===== config.mk =====
export PLATFORM = sky130hd
export DESIGN_NAME = apc_pin_ctrl
export DESIGN_NICKNAME = d
export VERILOG_FILES = /design/src/core/apc_pkg.sv /design/src/core/apc_sync.sv /design/src/core/apc_pin_ctrl.sv
export SDC_FILE = /design/constraint.sdc
export NUM_CORES = 1
export LEC_CHECK = 0
export ABC_AREA = 0
export BUFFER_PORTS_ARGS = -buffer_cell sky130_fd_sc_hd__buf_2
export CAP_MARGIN = 10
export CORE_MARGIN = 2
export CORE_UTILIZATION = 50
export CTS_CLUSTER_SIZE = 10
export DETAILED_ROUTE_END_ITERATION = 8
export GPL_TIMING_DRIVEN = 0
export HOLD_SLACK_MARGIN = 0.12
export MAX_ROUTING_LAYER = met4
export PLACE_DENSITY = 0.75
export SLEW_MARGIN = 20
export SYNTH_ARGS = -nofsm -noshare
export SYNTH_HDL_FRONTEND = slang
export SYNTH_HIERARCHICAL = 1
export SYNTH_SLANG_ARGS = --single-unit

===== constraint.sdc =====
create_clock -name mclk -period 1.55 [get_ports mclk]
set_clock_uncertainty 0.2 [all_clocks]
set_input_delay 0 -clock mclk [delete_from_list [all_inputs] [get_ports mclk]]
set_output_delay 0 -clock mclk [all_outputs]
set_load 0.01 [all_outputs]

===== src/core/apc_pkg.sv =====
// Shared types and constants of the converter pin control logic.
// Assumes one clock domain on mclk; pins arrive unsynchronised.
`default_nettype none

package apc_pkg;

  // ----------------------------------------------------------------
  // Serial framing
  // ----------------------------------------------------------------
  localparam int unsigned FRAME_BITS = 8;
  localparam logic [2:0]  BIT_FIRST  = 3'h0;
  localparam logic [2:0]  BIT_LAST   = 3'h7;

  // ----------------------------------------------------------------
  // Port and mode register
  // ----------------------------------------------------------------
  // Direction bits: 1 makes the pin an input
  typedef struct packed {
    logic syncEnable;
    logic gpioBDirection;
    logic gpioBValue;
    logic gpioADirection;
    logic gpioAValue;
  } apc_port_t;

  localparam apc_port_t PORT_RESET = '{
    syncEnable:     1'b0,
    gpioBDirection: 1'b1,
    gpioBValue:     1'b0,
    gpioADirection: 1'b0,
    gpioAValue:     1'b0
  };
  localparam logic CLOCK_OUTPUT_DISABLE_RESET = 1'b0;

  // ----------------------------------------------------------------
  // Sampled pins
  // ----------------------------------------------------------------
  typedef struct packed {
    logic resetN;
    logic csN;
    logic sclk;
    logic din;
    logic gpioB;
  } apc_pins_t;

  localparam apc_pins_t PINS_IDLE = '{
    resetN: 1'b1,
    csN:    1'b1,
    sclk:   1'b1,
    din:    1'b0,
    gpioB:  1'b1
  };

  // ----------------------------------------------------------------
  // Controller state
  // ----------------------------------------------------------------
  typedef struct packed {
    apc_port_t  port;
    logic       clock_output_disable;
    logic       sclkPrev;
    logic [2:0] bitCnt;
    logic [7:0] shIn;
    logic [7:0] shOut;
    logic [7:0] rxByte;
    logic       rxValid;
    logic       txLoad;
    logic       dout;
    logic       doutOe;
    logic       syncN;
    logic       syncStart;
    logic       gpioBRead;
    logic       devRst;
  } apc_state_t;

  localparam apc_state_t STATE_RESET = '{
    port:      PORT_RESET,
    clock_output_disable:    CLOCK_OUTPUT_DISABLE_RESET,
    sclkPrev:  1'b1,
    bitCnt:    BIT_FIRST,
    shIn:      8'h00,
    shOut:     8'h00,
    rxByte:    8'h00,
    rxValid:   1'b0,
    txLoad:    1'b0,
    dout:      1'b0,
    doutOe:    1'b0,
    syncN:     1'b1,
    syncStart: 1'b0,
    gpioBRead: 1'b0,
    devRst:    1'b1
  };

endpackage

`default_nettype wire


===== src/core/apc_sync.sv =====
// Three-stage pin synchroniser with agreement filter.
// Assumes inputs asynchronous to clk; reset is synchronous.
`default_nettype none

module apc_sync #(
  parameter int unsigned         WIDTH = 1,
  parameter logic [WIDTH-1:0]    INIT  = '0
) (
  input  wire logic             clk,
  input  wire logic             rst,
  input  wire logic [WIDTH-1:0] d,
  output logic      [WIDTH-1:0] q
);

  typedef struct packed {
    logic [WIDTH-1:0] s1;
    logic [WIDTH-1:0] s2;
    logic [WIDTH-1:0] s3;
    logic [WIDTH-1:0] q;
  } apc_sync_st_t;

  localparam apc_sync_st_t SYNC_RESET = '{INIT, INIT, INIT, INIT};

  apc_sync_st_t st_r;
  apc_sync_st_t st_nxt;
  logic [WIDTH-1:0] agree;

  // ----------------------------------------------------------------
  // Stage chain; output moves only when stages two and three agree
  // ----------------------------------------------------------------
  always_comb begin
    agree      = ~(st_r.s2 ^ st_r.s3);
    st_nxt     = st_r;
    st_nxt.s1  = d;
    st_nxt.s2  = st_r.s1;
    st_nxt.s3  = st_r.s2;
    st_nxt.q   = (agree & st_r.s3) | (~agree & st_r.q);
  end

  always_ff @(posedge clk) begin
    if (rst) begin
      st_r <= SYNC_RESET;
    end else begin
      st_r <= st_nxt;
    end
  end

  assign q = st_r.q;

endmodule

`default_nettype wire


===== src/core/apc_pin_ctrl.sv =====
// Pin-level control of the converter: serial framing, pin reset,
// master clock output, and the two dual-purpose port pins.
// Assumes a serial master on the pins and port/mode writes on mclk.
`default_nettype none

module apc_pin_ctrl (
  input  wire logic              mclk,
  input  wire logic              reset,
  input  wire logic              masterClockInput,
  output logic                   masterClockOutput,
  input  wire logic              sclkPin,
  input  wire logic              csNPin,
  input  wire logic              dinPin,
  input  wire logic              resetNPin,
  output logic                   doutOut,
  output logic                   doutOe,
  output logic                   analogCommonGpioAOut,
  output logic                   analogCommonGpioAOe,
  output logic                   analogCommonSelect,
  input  wire logic              syncGpioBIn,
  output logic                   syncGpioBOut,
  output logic                   syncGpioBOe,
  input  wire logic              portWrite,
  input  wire apc_pkg::apc_port_t portWriteData,
  output apc_pkg::apc_port_t     portState,
  output logic                   gpioBReadValue,
  input  wire logic              modeWrite,
  input  wire logic              clockOutputDisableIn,
  output logic                   clockOutputDisable,
  input  wire logic [7:0]        txByte,
  output logic                   txLoad,
  output logic [7:0]             rxByte,
  output logic                   rxValid,
  output logic                   filterSyncN,
  output logic                   syncStart,
  output logic                   deviceReset
);

  apc_pkg::apc_state_t st_r;
  apc_pkg::apc_state_t st_nxt;
  apc_pkg::apc_pins_t  pinsRaw;
  apc_pkg::apc_pins_t  pins;
  logic                anyRst;
  logic                sclkRise;
  logic                sclkFall;
  logic                bIsInput;
  logic                syncLevel;

  // ----------------------------------------------------------------
  // Pin sampling
  // ----------------------------------------------------------------
  assign pinsRaw = '{
    resetN: resetNPin,
    csN:    csNPin,
    sclk:   sclkPin,
    din:    dinPin,
    gpioB:  syncGpioBIn
  };

  apc_sync #(
    .WIDTH ($bits(apc_pkg::apc_pins_t)),
    .INIT  (apc_pkg::PINS_IDLE)
  ) u_pinSync (
    .clk (mclk),
    .rst (reset),
    .d   (pinsRaw),
    .q   (pins)
  );

  assign anyRst   = reset | ~pins.resetN;
  assign sclkRise = pins.sclk & ~st_r.sclkPrev;
  assign sclkFall = ~pins.sclk & st_r.sclkPrev;
  assign bIsInput = st_r.port.gpioBDirection | st_r.port.syncEnable;

  // ----------------------------------------------------------------
  // Next state
  // ----------------------------------------------------------------
  always_comb begin
    st_nxt           = st_r;
    st_nxt.rxValid   = 1'b0;
    st_nxt.txLoad    = 1'b0;
    st_nxt.syncStart = 1'b0;
    st_nxt.devRst    = 1'b0;
    st_nxt.sclkPrev  = pins.sclk;
    if (portWrite) begin
      st_nxt.port = portWriteData;
    end
    if (modeWrite) begin
      st_nxt.clock_output_disable = clockOutputDisableIn;
    end
    if (pins.csN) begin
      st_nxt.bitCnt = apc_pkg::BIT_FIRST;
      st_nxt.doutOe = 1'b0;
    end else begin
      st_nxt.doutOe = 1'b1;
      if (sclkFall) begin
        if (st_r.bitCnt == apc_pkg::BIT_FIRST) begin
          st_nxt.dout   = txByte[7];
          st_nxt.shOut  = {txByte[6:0], 1'b0};
          st_nxt.txLoad = 1'b1;
        end else begin
          st_nxt.dout  = st_r.shOut[7];
          st_nxt.shOut = {st_r.shOut[6:0], 1'b0};
        end
      end
      if (sclkRise) begin
        st_nxt.shIn   = {st_r.shIn[6:0], pins.din};
        st_nxt.bitCnt = st_r.bitCnt + 3'h1;
        if (st_r.bitCnt == apc_pkg::BIT_LAST) begin
          st_nxt.rxByte  = {st_r.shIn[6:0], pins.din};
          st_nxt.rxValid = 1'b1;
        end
      end
    end
    // Pin B level is assumed driven while it is an input
    syncLevel        = st_r.port.syncEnable ? pins.gpioB : 1'b1;
    st_nxt.syncN     = syncLevel;
    st_nxt.syncStart = st_r.syncN & ~syncLevel;
    st_nxt.gpioBRead = bIsInput ? pins.gpioB
                                : st_r.port.gpioBValue;
  end

  always_ff @(posedge mclk) begin
    if (anyRst) begin
      st_r <= apc_pkg::STATE_RESET;
    end else begin
      st_r <= st_nxt;
    end
  end

  // ----------------------------------------------------------------
  // Outputs
  // ----------------------------------------------------------------
  // Inverted clock copy is combinational so it keeps the input's edge timing
  assign masterClockOutput    = ~st_r.clock_output_disable & ~masterClockInput;
  assign doutOut              = st_r.dout;
  assign doutOe               = st_r.doutOe;
  assign analogCommonGpioAOut = st_r.port.gpioAValue;
  assign analogCommonGpioAOe  = ~st_r.port.gpioADirection;
  assign analogCommonSelect   = st_r.port.gpioADirection;
  assign syncGpioBOut         = st_r.port.gpioBValue;
  assign syncGpioBOe          = ~bIsInput;
  assign portState            = st_r.port;
  assign gpioBReadValue       = st_r.gpioBRead;
  assign clockOutputDisable   = st_r.clock_output_disable;
  assign txLoad               = st_r.txLoad;
  assign rxByte               = st_r.rxByte;
  assign rxValid              = st_r.rxValid;
  assign filterSyncN          = st_r.syncN;
  assign syncStart            = st_r.syncStart;
  assign deviceReset          = st_r.devRst;
endmodule

`default_nettype wire


# ---- Word-level counts from Yosys, hierarchy flattened
# Cells that the tools add are included.
dict set report word_totals {
  regBits 62
  word_cells 63
  output_inout_bits 28
  inputBits 24
}
dict set report classes {
  addsub 1
  muxes 8
  bitwise_logic 23
  n_eq_ne 1
  reduce_logical 7
}
# operator n
set ops {}
lappend ops {{NOT 1 bit} 11}
lappend ops {{AND 5 bit} 2}
lappend ops {{NOT 5 bit} 2}
lappend ops {{2-to-1 mux 9 bit} 1}
lappend ops {{2-to-1 mux 8 bit} 1}
lappend ops {{2-to-1 mux 1 bit} 6}
lappend ops {{OR reduction 3 bit} 2}
lappend ops {{OR 5 bit} 1}
lappend ops {{bitwise XOR 5 bit} 1}
lappend ops {{AND 1 bit} 4}
lappend ops {{AND reduction 2 bit} 2}
lappend ops {{adder 3 x 1 -> 3 bit (second input constant)} 1}
lappend ops {{equality test 3 bit (second input constant)} 1}
lappend ops {{logical NOT 3 bit} 1}
lappend ops {{AND reduction 3 bit} 1}
lappend ops {{OR 1 bit} 2}
lappend ops {{OR reduction 2 bit} 1}

# ---- Depth between registers and ports, before layout
# Gate-level depths: netlist of the first run.
dict set report logic_depth {
  word_depth 5
  ltp_mapped 6
}

# ---- By module
# Netlist of the first run, hierarchy kept.
# module instances seq_area_each_um2 cells_per_inst area_per_inst_um2
set modules_own_cells {}
lappend modules_own_cells {apc_pin_ctrl 1 800.8 171 1641.6}
lappend modules_own_cells {apc_sync 1 400.4 57 633.1}

# ---- Worst setup path before layout of the first run
# No wires, ideal clock.
dict set report synth_timing {
  kind {reg2reg}
  from {reg st_r[32] (netlist bit)}
  to {reg st_r, in the netlist rxByte[5]}
  arrival_ns 1.103
  slack_ns 0.115
  synth_period_minus_slack_ns 1.435
  required_time_ns 1.218
  path_stages_with_launch 7
  cell_sequence {dfxtp_1 -> ha_1 -> ha_1 -> and4bb_1 -> buf_2 -> nand2_1 -> a21oi_1}
}
dict set report synth_between {
  elab_chain_len 2
}
# item line
set synth_rtl {}
lappend synth_rtl {{start, declared} apc_pin_ctrl.sv:39} ;# apc_pkg::apc_state_t st_r;
lappend synth_rtl {{start signal, assigned} apc_pin_ctrl.sv:125} ;# st_r <= apc_pkg::STATE_RESET;
lappend synth_rtl {{start signal, assigned} apc_pin_ctrl.sv:127} ;# st_r <= st_nxt;
lappend synth_rtl {{equality test 3 bit} apc_pin_ctrl.sv:109} ;# if (st_r.bitCnt == apc_pkg::BIT_LAST) begin
lappend synth_rtl {{AND reduction 3 bit (no line)} n/a}
# No other way between the ends.
# A chain may end at the register's enable or synchronous reset.

# ---- Worst setup path in the final report of the first run
dict set report layout_timing {
  from {in reset}
  to {reg u_pinSync.st_r, in the netlist u_pinSync/st_nxt[12]}
}
# item line
set layout_lines {}
lappend layout_lines {{start, declared} apc_pin_ctrl.sv:8} ;# input wire logic reset,
lappend layout_lines {{end signal, assigned} apc_sync.sv:44} ;# st_r <= st_nxt;
lappend layout_lines {{end, declared} apc_sync.sv:24} ;# apc_sync_st_t st_r;
# No word-level cell between the ends.

==> impl_metrics.toml, run 1 <==
[setup_path]
cp-start-kind = "primary input"
rrSetupSlack_ns = 0.08
worstPathRequired_ns = 1.57
endpoint_kind = "flip-flop"
crit_fanout = 10
crit_type = "in -> reg"
arrival_ns = 1.56

[route]
vias_per_cell = 4.72
drt-total-wl_um = 4330
drt_iter0_markers = 42
drtPass1Iterations = 4
dr_total_vias = 1785
ant_nets = 0
drc = 0
avgRoutedWirePerCell_um = 11.5

[grt]
grt_pass1_wl_um = 7450
first_global_vias = 1765
grt_antenna_before_repair = 0
grt_max_degree = 11
grt-ovfl-total = 0
grt_use_total = 0.200

[timing]
slew_headroom = 0.703
timing.final.hold_violations = 0
period_needed_ns = 1.53
worst_pin_slew_ns = 0.446
tns_ns = 0
slew_viol_final = 0
max_freq_mhz = 652
setup_viol = 0
timing.final.crit_share = 0.989

[floorplan]
die_w_um = 71.5
core_area_um2 = 4350
start_util = 0.522
die-area_um2 = 5110
fp.dieH_um = 71.5
rows = 24
pin_count = 52

[synthesis]
ys.flop_type = "dfxtp_1"
ys_ff_latch = 60
synth_top_area_share = 0.528
ys_top_cells_by_count = "60 x dfxtp_1, 22 x a21oi_1, 22 x mux2i_1"
synth_area_um2 = 2270
yosysUniqueCellTypes = 28
synth_area_per_cell_um2 = 9.98
async_reset_ff_frac = 0
synth_top_cell_by_area = "dfxtp_1"
ys_seq_area_frac = 0.528
synth_cells = 228
synth_most_common_cell = "dfxtp_1"
synth_edf_count = 0
ys_top_cells_by_area = "dfxtp_1 53%, mux2i_1 9.7%, buf_4 5.9%, a21oi_1 4.8%, nor2_1 3.5%"
syn_nets = 255
yosysWarnings = 6

[placement]
portBuffers = 50
place.gp.congestion = 0.679
dp_hpwl_um = 2520

[power]
seqPwrFrac = 0.478
clock_power_share = 0.456
vdd_drop_max_v = 0.000926
power.switching_uw = 673
p_int_uw = 2650
powerDensity_nw_per_um2 = 1050
p_leak_uw = 0.00137
comb_power_share = 0.065
sw_frac_of_total = 0.203
finalPower_uw = 3320

[clock_network]
clockBufferDepth = 2
cts_tree = "done"
cts_root_buf = "clkbuf_8"
clk_pin_slew_ns = 0.06
cts_buffers = 9
cts_sinks = 60
clkLatencyLatePin_ns = 0.34
cts_max_level = 3

[run]
maxCapViolations = 0

[finish]
drive_above_1_share = 0.310
diodes = 0
fin_nets = 348
syn_to_final_growth_pct = 38.7

[status]
status = "completed"

[min_path]
min_path_type = "reg -> reg"
[repair_timing]
item | in CTS | in global routing
endpoints found under the setup margin | 5 | 28
hold buffers | 32 | 0
resized for setup | 1 | 13
hold endpoints to repair | 47 | 0
buffers inserted | 0 | 1
cloned | 0 | 1
pin swaps | 0 | 2
[final timing paths]
path	depth (start not counted)	endpoint	startpoint
max	4	u_pinSync/st_nxt[12]	reset
max reg2reg	6	syncGpioBOut	flip-flop
min	1	u_pinSync/st_nxt[8]	u_pinSync/st_nxt[13]
min reg2reg	1	u_pinSync/st_nxt[8]	u_pinSync/st_nxt[13]
[flip-flops by register name, indices dropped and copies added, names as in the netlist, named ones only]
register              flops
deviceReset               1
analogCommonSelect        1
u_pinSync/st_r            5
gpioBReadValue            1
rxByte                    8
portState                 2
syncGpioBOut              1
analogCommonGpioAOut      1
clockOutputDisable        1
syncStart                 1
filterSyncN               1
u_pinSync/st_nxt         10
doutOut                   1
rxValid                   1
doutOe                    1
st_r                     18
txLoad                    1
[layer usage]
metal / track usage / wire [um] / vias up
met3: 0.0886 / 300 / 15
met1: 0.191 / 1810 / 798
met2: 0.325 / 2090 / 52
li1: - / - / 920
met5: - / 0 / -
met4: 0.128 / 134 / 0
[cells in the final DEF (no fill, tap or decap), types with 4 or more instances in the layout]
cell type,synthesis,layout
a21oi_1,22,22
buf_2,5,51
buf_4,18,20
buf_6,5,6
clkbuf_8,0,10
dfxtp_1,60,57
dlygate4sd3_1,0,32
inv_1,5,5
mux2i_1,22,22
nand2_1,20,20
nor2_1,21,21
nor2b_1,4,4
nor3_1,4,4
o21ai_0,6,6
o21bai_1,4,4
or2_1,12,12
[per-stage QoR]
stage / cell area [um^2] / setup slack (ns) / util / hold slack (ns) / cells
after floorplan: 2270 / 0.115 / - / -0.157 / 228
after global placement: 2590 / 0.00695 / 0.595 / -0.0229 / 330
after detailed placement: 2590 / -0.000737 / 0.595 / -0.0204 / 330
after CTS: 3130 / 0.00989 / 0.719 / 0.209 / 378
after global routing: 3160 / -0.00712 / 0.725 / 0.226 / 378
final: 3160 / 0.0171 / 0.725 / 0.204 / 378
[critical path, stage by stage]
cell and delay, ns:
dlygate4sd3_1 0.61, buf_6 0.16, or2_1 0.22, dlygate4sd3_1 0.56
[power groups by stage]
stage	logic (uW)	clock network (uW)	registers (uW)
floorplan	79.1	0	1620
global placement	143	0	1620
detailed placement	145	0	1620
CTS	213	1560	1590
global route	235	1640	1590
finish	217	1510	1590
[layout make-up]
cell class | instances | area, um^2
multi-input combinational | 132 | 837
buffer | 30 | 235
sequential | 60 | 1200
timing repair buffer | 83 | 578
inverter | 5 | 18.8
tap | 52 | 65.1
fill | 313 | 1200
clock inverter | 5 | 75.1
clock buffer | 11 | 141
[cell families after synthesis]
kind of cell	share of synthesized area
multiplexers	0.0968
adder cells (fa/ha/maj)	0.0165
flip-flops	0.528
buffers and inverters	0.109
AO/OA/AOI/OAI	0.0814
XOR/XNOR	0.00385
AND/OR/NAND/NOR	0.164
No activity file was read; power rests on OpenSTA's default activity.
==> run 2: changes to the inputs <==
--- a/config.mk
+++ b/config.mk
@@ -5,17 +5,16 @@
 export SDC_FILE = /design/constraint.sdc
 export NUM_CORES = 1
 export LEC_CHECK = 0
-export ABC_AREA = 0
-export BUFFER_PORTS_ARGS = -buffer_cell sky130_fd_sc_hd__buf_2
+export ABC_AREA = 1
 export CAP_MARGIN = 10
 export CORE_MARGIN = 2
 export CORE_UTILIZATION = 50
 export CTS_CLUSTER_SIZE = 10
 export DETAILED_ROUTE_END_ITERATION = 8
+export DONT_BUFFER_PORTS = 1
 export GPL_TIMING_DRIVEN = 0
 export HOLD_SLACK_MARGIN = 0.12
 export MAX_ROUTING_LAYER = met4
-export PLACE_DENSITY = 0.75
 export SLEW_MARGIN = 20
 export SYNTH_ARGS = -nofsm -noshare
 export SYNTH_HDL_FRONTEND = slang
==> impl_metrics.toml, run 2 <==
[finish]
regMostFlops = "st_r"
drive_above_1_share = 0.162
largest_register_ffs = 18
syn_to_final_growth_pct = 28.5
fin_nets = 406
diodes = 0
fillers = 414
final_common_cell = "nand2_1"
final_cell_mix = "84 x nand2_1, 60 x dfxtp_1, 51 x inv_1, 46 x nor2_1, 32 x dlygate4sd3_1"

[synthesis]
synth_cells = 330
async_reset_ff_frac = 0
yosysUniqueCellTypes = 20
synth_most_common_cell = "nand2_1"
synth_area_um2 = 2450
ys_ff_latch = 60
yosysWarnings = 6
syn_nets = 357
synth_edf_count = 0
ys.flop_type = "dfxtp_1"
ys_seq_area_frac = 0.490
synth_top_area_share = 0.490
ys_top_cells_by_count = "85 x nand2_1, 60 x dfxtp_1, 52 x inv_1"
ys_top_cells_by_area = "dfxtp_1 49%, nand2_1 13%, inv_1 8.0%, nor2_1 7.3%, buf_4 5.8%"
synth_area_per_cell_um2 = 7.43
synth_top_cell_by_area = "dfxtp_1"

[run]
maxCapViolations = 0

[grt]
grt_use_total = 0.182
grt-ovfl-total = 0
grt_max_degree = 11
first_global_vias = 1686
grt_pass1_wl_um = 7270
grt_antenna_before_repair = 0

[timing]
timing.final.hold_violations = 0
max_freq_mhz = 684
rsz0062_at_grt = "true"
timing.hold.ws_ns = 0.0209
setup_viol = 0
slew_headroom = 0.758
timing.final.crit_share = 0.944
slew_viol_final = 0
worst_pin_slew_ns = 0.362
period_needed_ns = 1.46

[placement]
portBuffers = 0
place.gp.congestion = 0.746
dp_hpwl_um = 2840

[route]
drt_iter0_markers = 89
drt-total-wl_um = 4550
ant_nets = 0
dr_total_vias = 1959
drtPass1Iterations = 4
avgRoutedWirePerCell_um = 10.1
drc = 0
vias_per_cell = 4.35

[floorplan]
fp.dieH_um = 74.0
start_util = 0.519
die_w_um = 74.0
die-area_um2 = 5480
pin_count = 52
core_area_um2 = 4720
rows = 25

[setup_path]
endpoint_kind = "flip-flop"
reg2regPathDepth = 7
arrival_ns = 1.49
critical-path-max-stage-delay_ns = 0.36
rrSetupSlack_ns = 0.09
crit_fanout = 6
crit_type = "reg -> reg"
cp-start-kind = "flip-flop"
reg2reg_from = "st_r[33]"
worstPathRequired_ns = 1.57
r2r_end = "rxByte[2]"
crit_slowest_cell = "dfxtp_1"
path_cells = "ha_1 -> ha_4 -> inv_1 -> nor2_4 -> inv_1 -> nand2_1 -> nand2_1"

[power]
power.switching_uw = 653
comb_power_share = 0.057
seqPwrFrac = 0.500
powerDensity_nw_per_um2 = 1010
p_int_uw = 2540
finalPower_uw = 3190
p_leak_uw = 0.00142
sw_frac_of_total = 0.205
clock_power_share = 0.444
vdd_drop_max_v = 0.000868

[min_path]
worstHoldPathCells = 4
min_to = "portState[4]"
worstHoldStart = "reset"
min_path_type = "in -> reg"

[clock_network]
clkLatencyLatePin_ns = 0.32
cts_sinks = 60
clk_pin_slew_ns = 0.06
cts_max_level = 3
cts_tree = "done"
cts_buffers = 9
cts_root_buf = "clkbuf_8"
clockBufferDepth = 2

[status]
status = "completed"
run 2: cell count changes in the layout (fill, tap and decap cells not counted), moves of 5 or more:
cell / change
buf_2: -49
inv_1: +46
a21oi_1: -6
nor2_1: +25
mux2i_1: -22
nand2_1: +64
nand4_1: +5
nor2_2: +7
nand3_1: +7
nand2_2: +5
run 2: kinds of logic after synthesis:
group | Yosys count | share of synthesized area
AOI/OAI and AO/OA | 21 | 0.0439
buffers and inverters | 77 | 0.155
and+or+nand+nor | 169 | 0.296
adders and majority gates | 3 | 0.0153
DFF | 60 | 0.490
run 2: layout make-up:
class / instances / area, um^2 / share of cell area
buffer: 24 / 183 / 0.0580
sequential: 60 / 1200 / 0.381
inverter: 53 / 201 / 0.0639
clock buffer: 14 / 173 / 0.0548
timing repair buffer: 38 / 370 / 0.118
tap: 67 / 83.8 / 0.0266
multi-input combinational: 193 / 910 / 0.289
clock inverter: 1 / 30.0 / 0.00953
run 2: metrics by stage:
stage	setup TNS (ns)	worst slack (ns)	area, um^2	cells	util
3_3_place_gp	-1.04	-0.0924	2540	397	0.537
4_1_cts	0	0.00440	3060	443	0.648
5_1_grt	-0.0565	-0.0349	3150	450	0.667
2_1_floorplan	0	0.101	2450	330	-
3_5_place_dp	-0.710	-0.0926	2540	397	0.537
6_report	0	0.0873	3150	450	0.667
run 2: power groups by stage:
stage	logic [uW]	registers, uW	clock network, uW
3_5_place_dp	110	1630	0
6_report	181	1600	1420
4_1_cts	170	1590	1460
5_1_grt	200	1600	1540
2_1_floorplan	91.5	1630	0
3_3_place_gp	110	1630	0
run 2: worst max path at each step:
stage                     startpoint                   end  slack, ns  cells past startpoint
after detailed placement    st_r[33]             rxByte[0]      -0.09                      7
after global routing       flip-flop               doutOut      -0.03                      7
after CTS                      reset  u_pinSync/st_nxt[14]      0.004                      4
final                       st_r[33]             rxByte[2]       0.09                      7
after floorplan             st_r[32]             rxByte[2]       0.10                      7
after global placement      st_r[33]             rxByte[0]      -0.09                      7
run 2: metal layers:
metal,global-route usage,up-vias,routed length [um]
li1,-,1066,-
met1,0.209,852,2120
met2,0.285,35,2170
met3,0.0556,6,186
met4,0.0970,0,70
met5,-,-,0
run 2: timing repair:
action | CTS | global route
pin swaps | 1 | 0
hold buffers | 29 | 4
hold endpoints to repair | 61 | 15
setup endpoints to repair | 20 | 29
resized for setup | 4 | 8
cloned | 0 | 0
buffers inserted | 2 | 3
run 2: worst max-delay path: cells and delay by family (launching register included):
kind / cells / cell delay, ns
adder cells (fa/ha/maj): 2 / 0.37
buffers and inverters: 2 / 0.17
flip-flops: 1 / 0.36
AND/OR/NAND/NOR: 3 / 0.27
==> run 3: changes to the inputs <==
==> constraint.sdc (replaced) <==
create_clock -name mclk -period 1.9 [get_ports mclk]
set_clock_uncertainty 0.2 [all_clocks]
set_input_delay 0.38 -clock mclk [delete_from_list [all_inputs] [get_ports mclk]]
set_output_delay 0.38 -clock mclk [all_outputs]
set_load 0.01 [all_outputs]
==> impl_metrics.toml, run 3 (synthesis results as in run 2) <==
[route]
drt-total-wl_um = 4390
ant_nets = 0
drtPass1Iterations = 4
drt_iter0_markers = 104
drc = 0
avgRoutedWirePerCell_um = 9.94
dr_total_vias = 1916
met2WireLength_um = 2070
vias_per_cell = 4.33
top_layer = "met4"
met1_length_um = 2060
dr_wl_met3_um = 191

[floorplan]
rows = 25
die-area_um2 = 5480
start_util = 0.519
fp.dieH_um = 74.0
pin_count = 52
die_w_um = 74.0
core_area_um2 = 4720

[timing]
rsz0062_at_grt = "false"
timing.final.crit_share = 0.961
slew_viol_final = 0
setup_viol = 0
max_freq_mhz = 547
worst_pin_slew_ns = 0.491
period_needed_ns = 1.83
timing.final.hold_violations = 0
slew_headroom = 0.671
tns_ns = 0

[setup_path]
worstPathRequired_ns = 1.91
path_cells = "dlygate4sd3_1 -> inv_2 -> o21ai_0 -> dlygate4sd3_1 -> a21oi_1"
rrSetupSlack_ns = 0.16
critical-path-max-stage-delay_ns = 0.62
reg2regPathDepth = 6
crit_slowest_cell = "dlygate4sd3_1"
crit_fanout = 7
crit_family = "buffers and inverters"
worst_path_most_repeated_cell = "dlygate4sd3_1"
cp-start-kind = "primary input"
crit_cells = 5
endpoint_kind = "flip-flop"
crit_type = "in -> reg"
arrival_ns = 1.84
critPathBufInv = 3

[grt]
grt_max_degree = 11
grt_pass1_wl_um = 7360
grt-ovfl-total = 0
grt_use_total = 0.184
grt_antenna_before_repair = 0
first_global_vias = 1696

[finish]
final_common_cell = "nand2_1"
syn_to_final_growth_pct = 24.1
regMostFlops = "st_r"
final_cell_mix = "85 x nand2_1, 60 x dfxtp_1, 51 x inv_1, 48 x nor2_1, 30 x dlygate4sd3_1"
diodes = 0
largest_register_ffs = 18
stdcell_area_um2 = 3040
fin_nets = 398
drive_above_1_share = 0.141

[min_path]
min_path_type = "in -> reg"
worstHoldPathCells = 5

[placement]
dp_hpwl_um = 2840
place.gp.congestion = 0.746
place_area_um2 = 2540
portBuffers = 0

[run]
maxCapViolations = 0

[clock_network]
clkLatencyLatePin_ns = 0.32
cts_tree = "done"
cts_max_level = 3
clockBufferDepth = 2
cts_buffers = 9
cts_root_buf = "clkbuf_8"
cts_setup_buffers = 0
clk_pin_slew_ns = 0.06
cts_sinks = 60

[power]
clock_power_share = 0.445
p_leak_uw = 0.00138
vdd_drop_max_v = 0.000702
power.switching_uw = 531
seqPwrFrac = 0.501
sw_frac_of_total = 0.204
powerDensity_nw_per_um2 = 854
comb_power_share = 0.054
p_int_uw = 2070

[status]
status = "completed"
[run 3: cell types whose count changed in the layout (fill, tap and decap cells not counted), sizes merged]
cell,change
buf,-4
dlygate4sd3,-2
clkbuf,-1
dlymetal6s4s,-1
[run 3: worst reg2reg max path: cells and delay by family, from the launching register on]
| kind | cells | cell delay [ns] |
|---|---|---|
| AO/OA/AOI/OAI | 2 | 0.24 |
| buffers and inverters | 3 | 0.71 |
| AND/OR/NAND/NOR | 1 | 0.19 |
| flip-flops | 1 | 0.35 |
[run 3: worst paths after layout]
check                                            to            startpoint
worst max-delay path                   portState[4]             portWrite
worst min-delay path                      flip-flop                 reset
worst max register to register   clockOutputDisable             flip-flop
worst min register to register  u_pinSync/st_nxt[7]  u_pinSync/st_nxt[12]
[run 3: power by group through the flow]
stage | Clock, uW | Sequential, uW | Combinational (uW)
finish | 1160 | 1300 | 141
global route | 1250 | 1300 | 157
CTS | 1190 | 1300 | 142
detailed placement | 0 | 1330 | 90.0
global placement | 0 | 1330 | 89.9
floorplan | 0 | 1330 | 74.6
[run 3: repair_timing]
item | in CTS | in global routing
hold buffers | 31 | 0
gates resized for setup | 0 | 2
endpoints found under the hold margin | 28 | 0
endpoints found under the setup margin | 0 | 6
[run 3: stage by stage]
step	hold slack [ns]	instances	worst slack, ns	power, uW	utilization
6_report	0.143	442	0.0735	2600	0.645
5_1_grt	0.146	442	0.0227	2710	0.645
4_1_cts	0.130	443	0.0195	2640	0.646
3_5_place_dp	0.189	397	0.257	1420	0.537
3_3_place_gp	0.185	397	0.258	1420	0.537
2_1_floorplan	0.183	330	0.451	1400	-
[run 3: routing by layer]
layer  global-route usage  vias up
li1                     -     1045
met1                0.209      825
met2                0.292       39
met3               0.0556        7
met4               0.0970        0
met5                    -        -
[run 3: area by class of cell]
| type | count | area [um^2] |
|---|---|---|
| Buffer | 24 | 180 |
| Clock buffer | 14 | 173 |
| Clock inverter | 1 | 30.0 |
| Fill cell | 423 | 1680 |
| Inverter | 53 | 199 |
| Multi-Input combinational cell | 193 | 877 |
| Sequential cell | 60 | 1200 |
| Tap cell | 67 | 83.8 |
| Timing Repair Buffer | 30 | 300 |
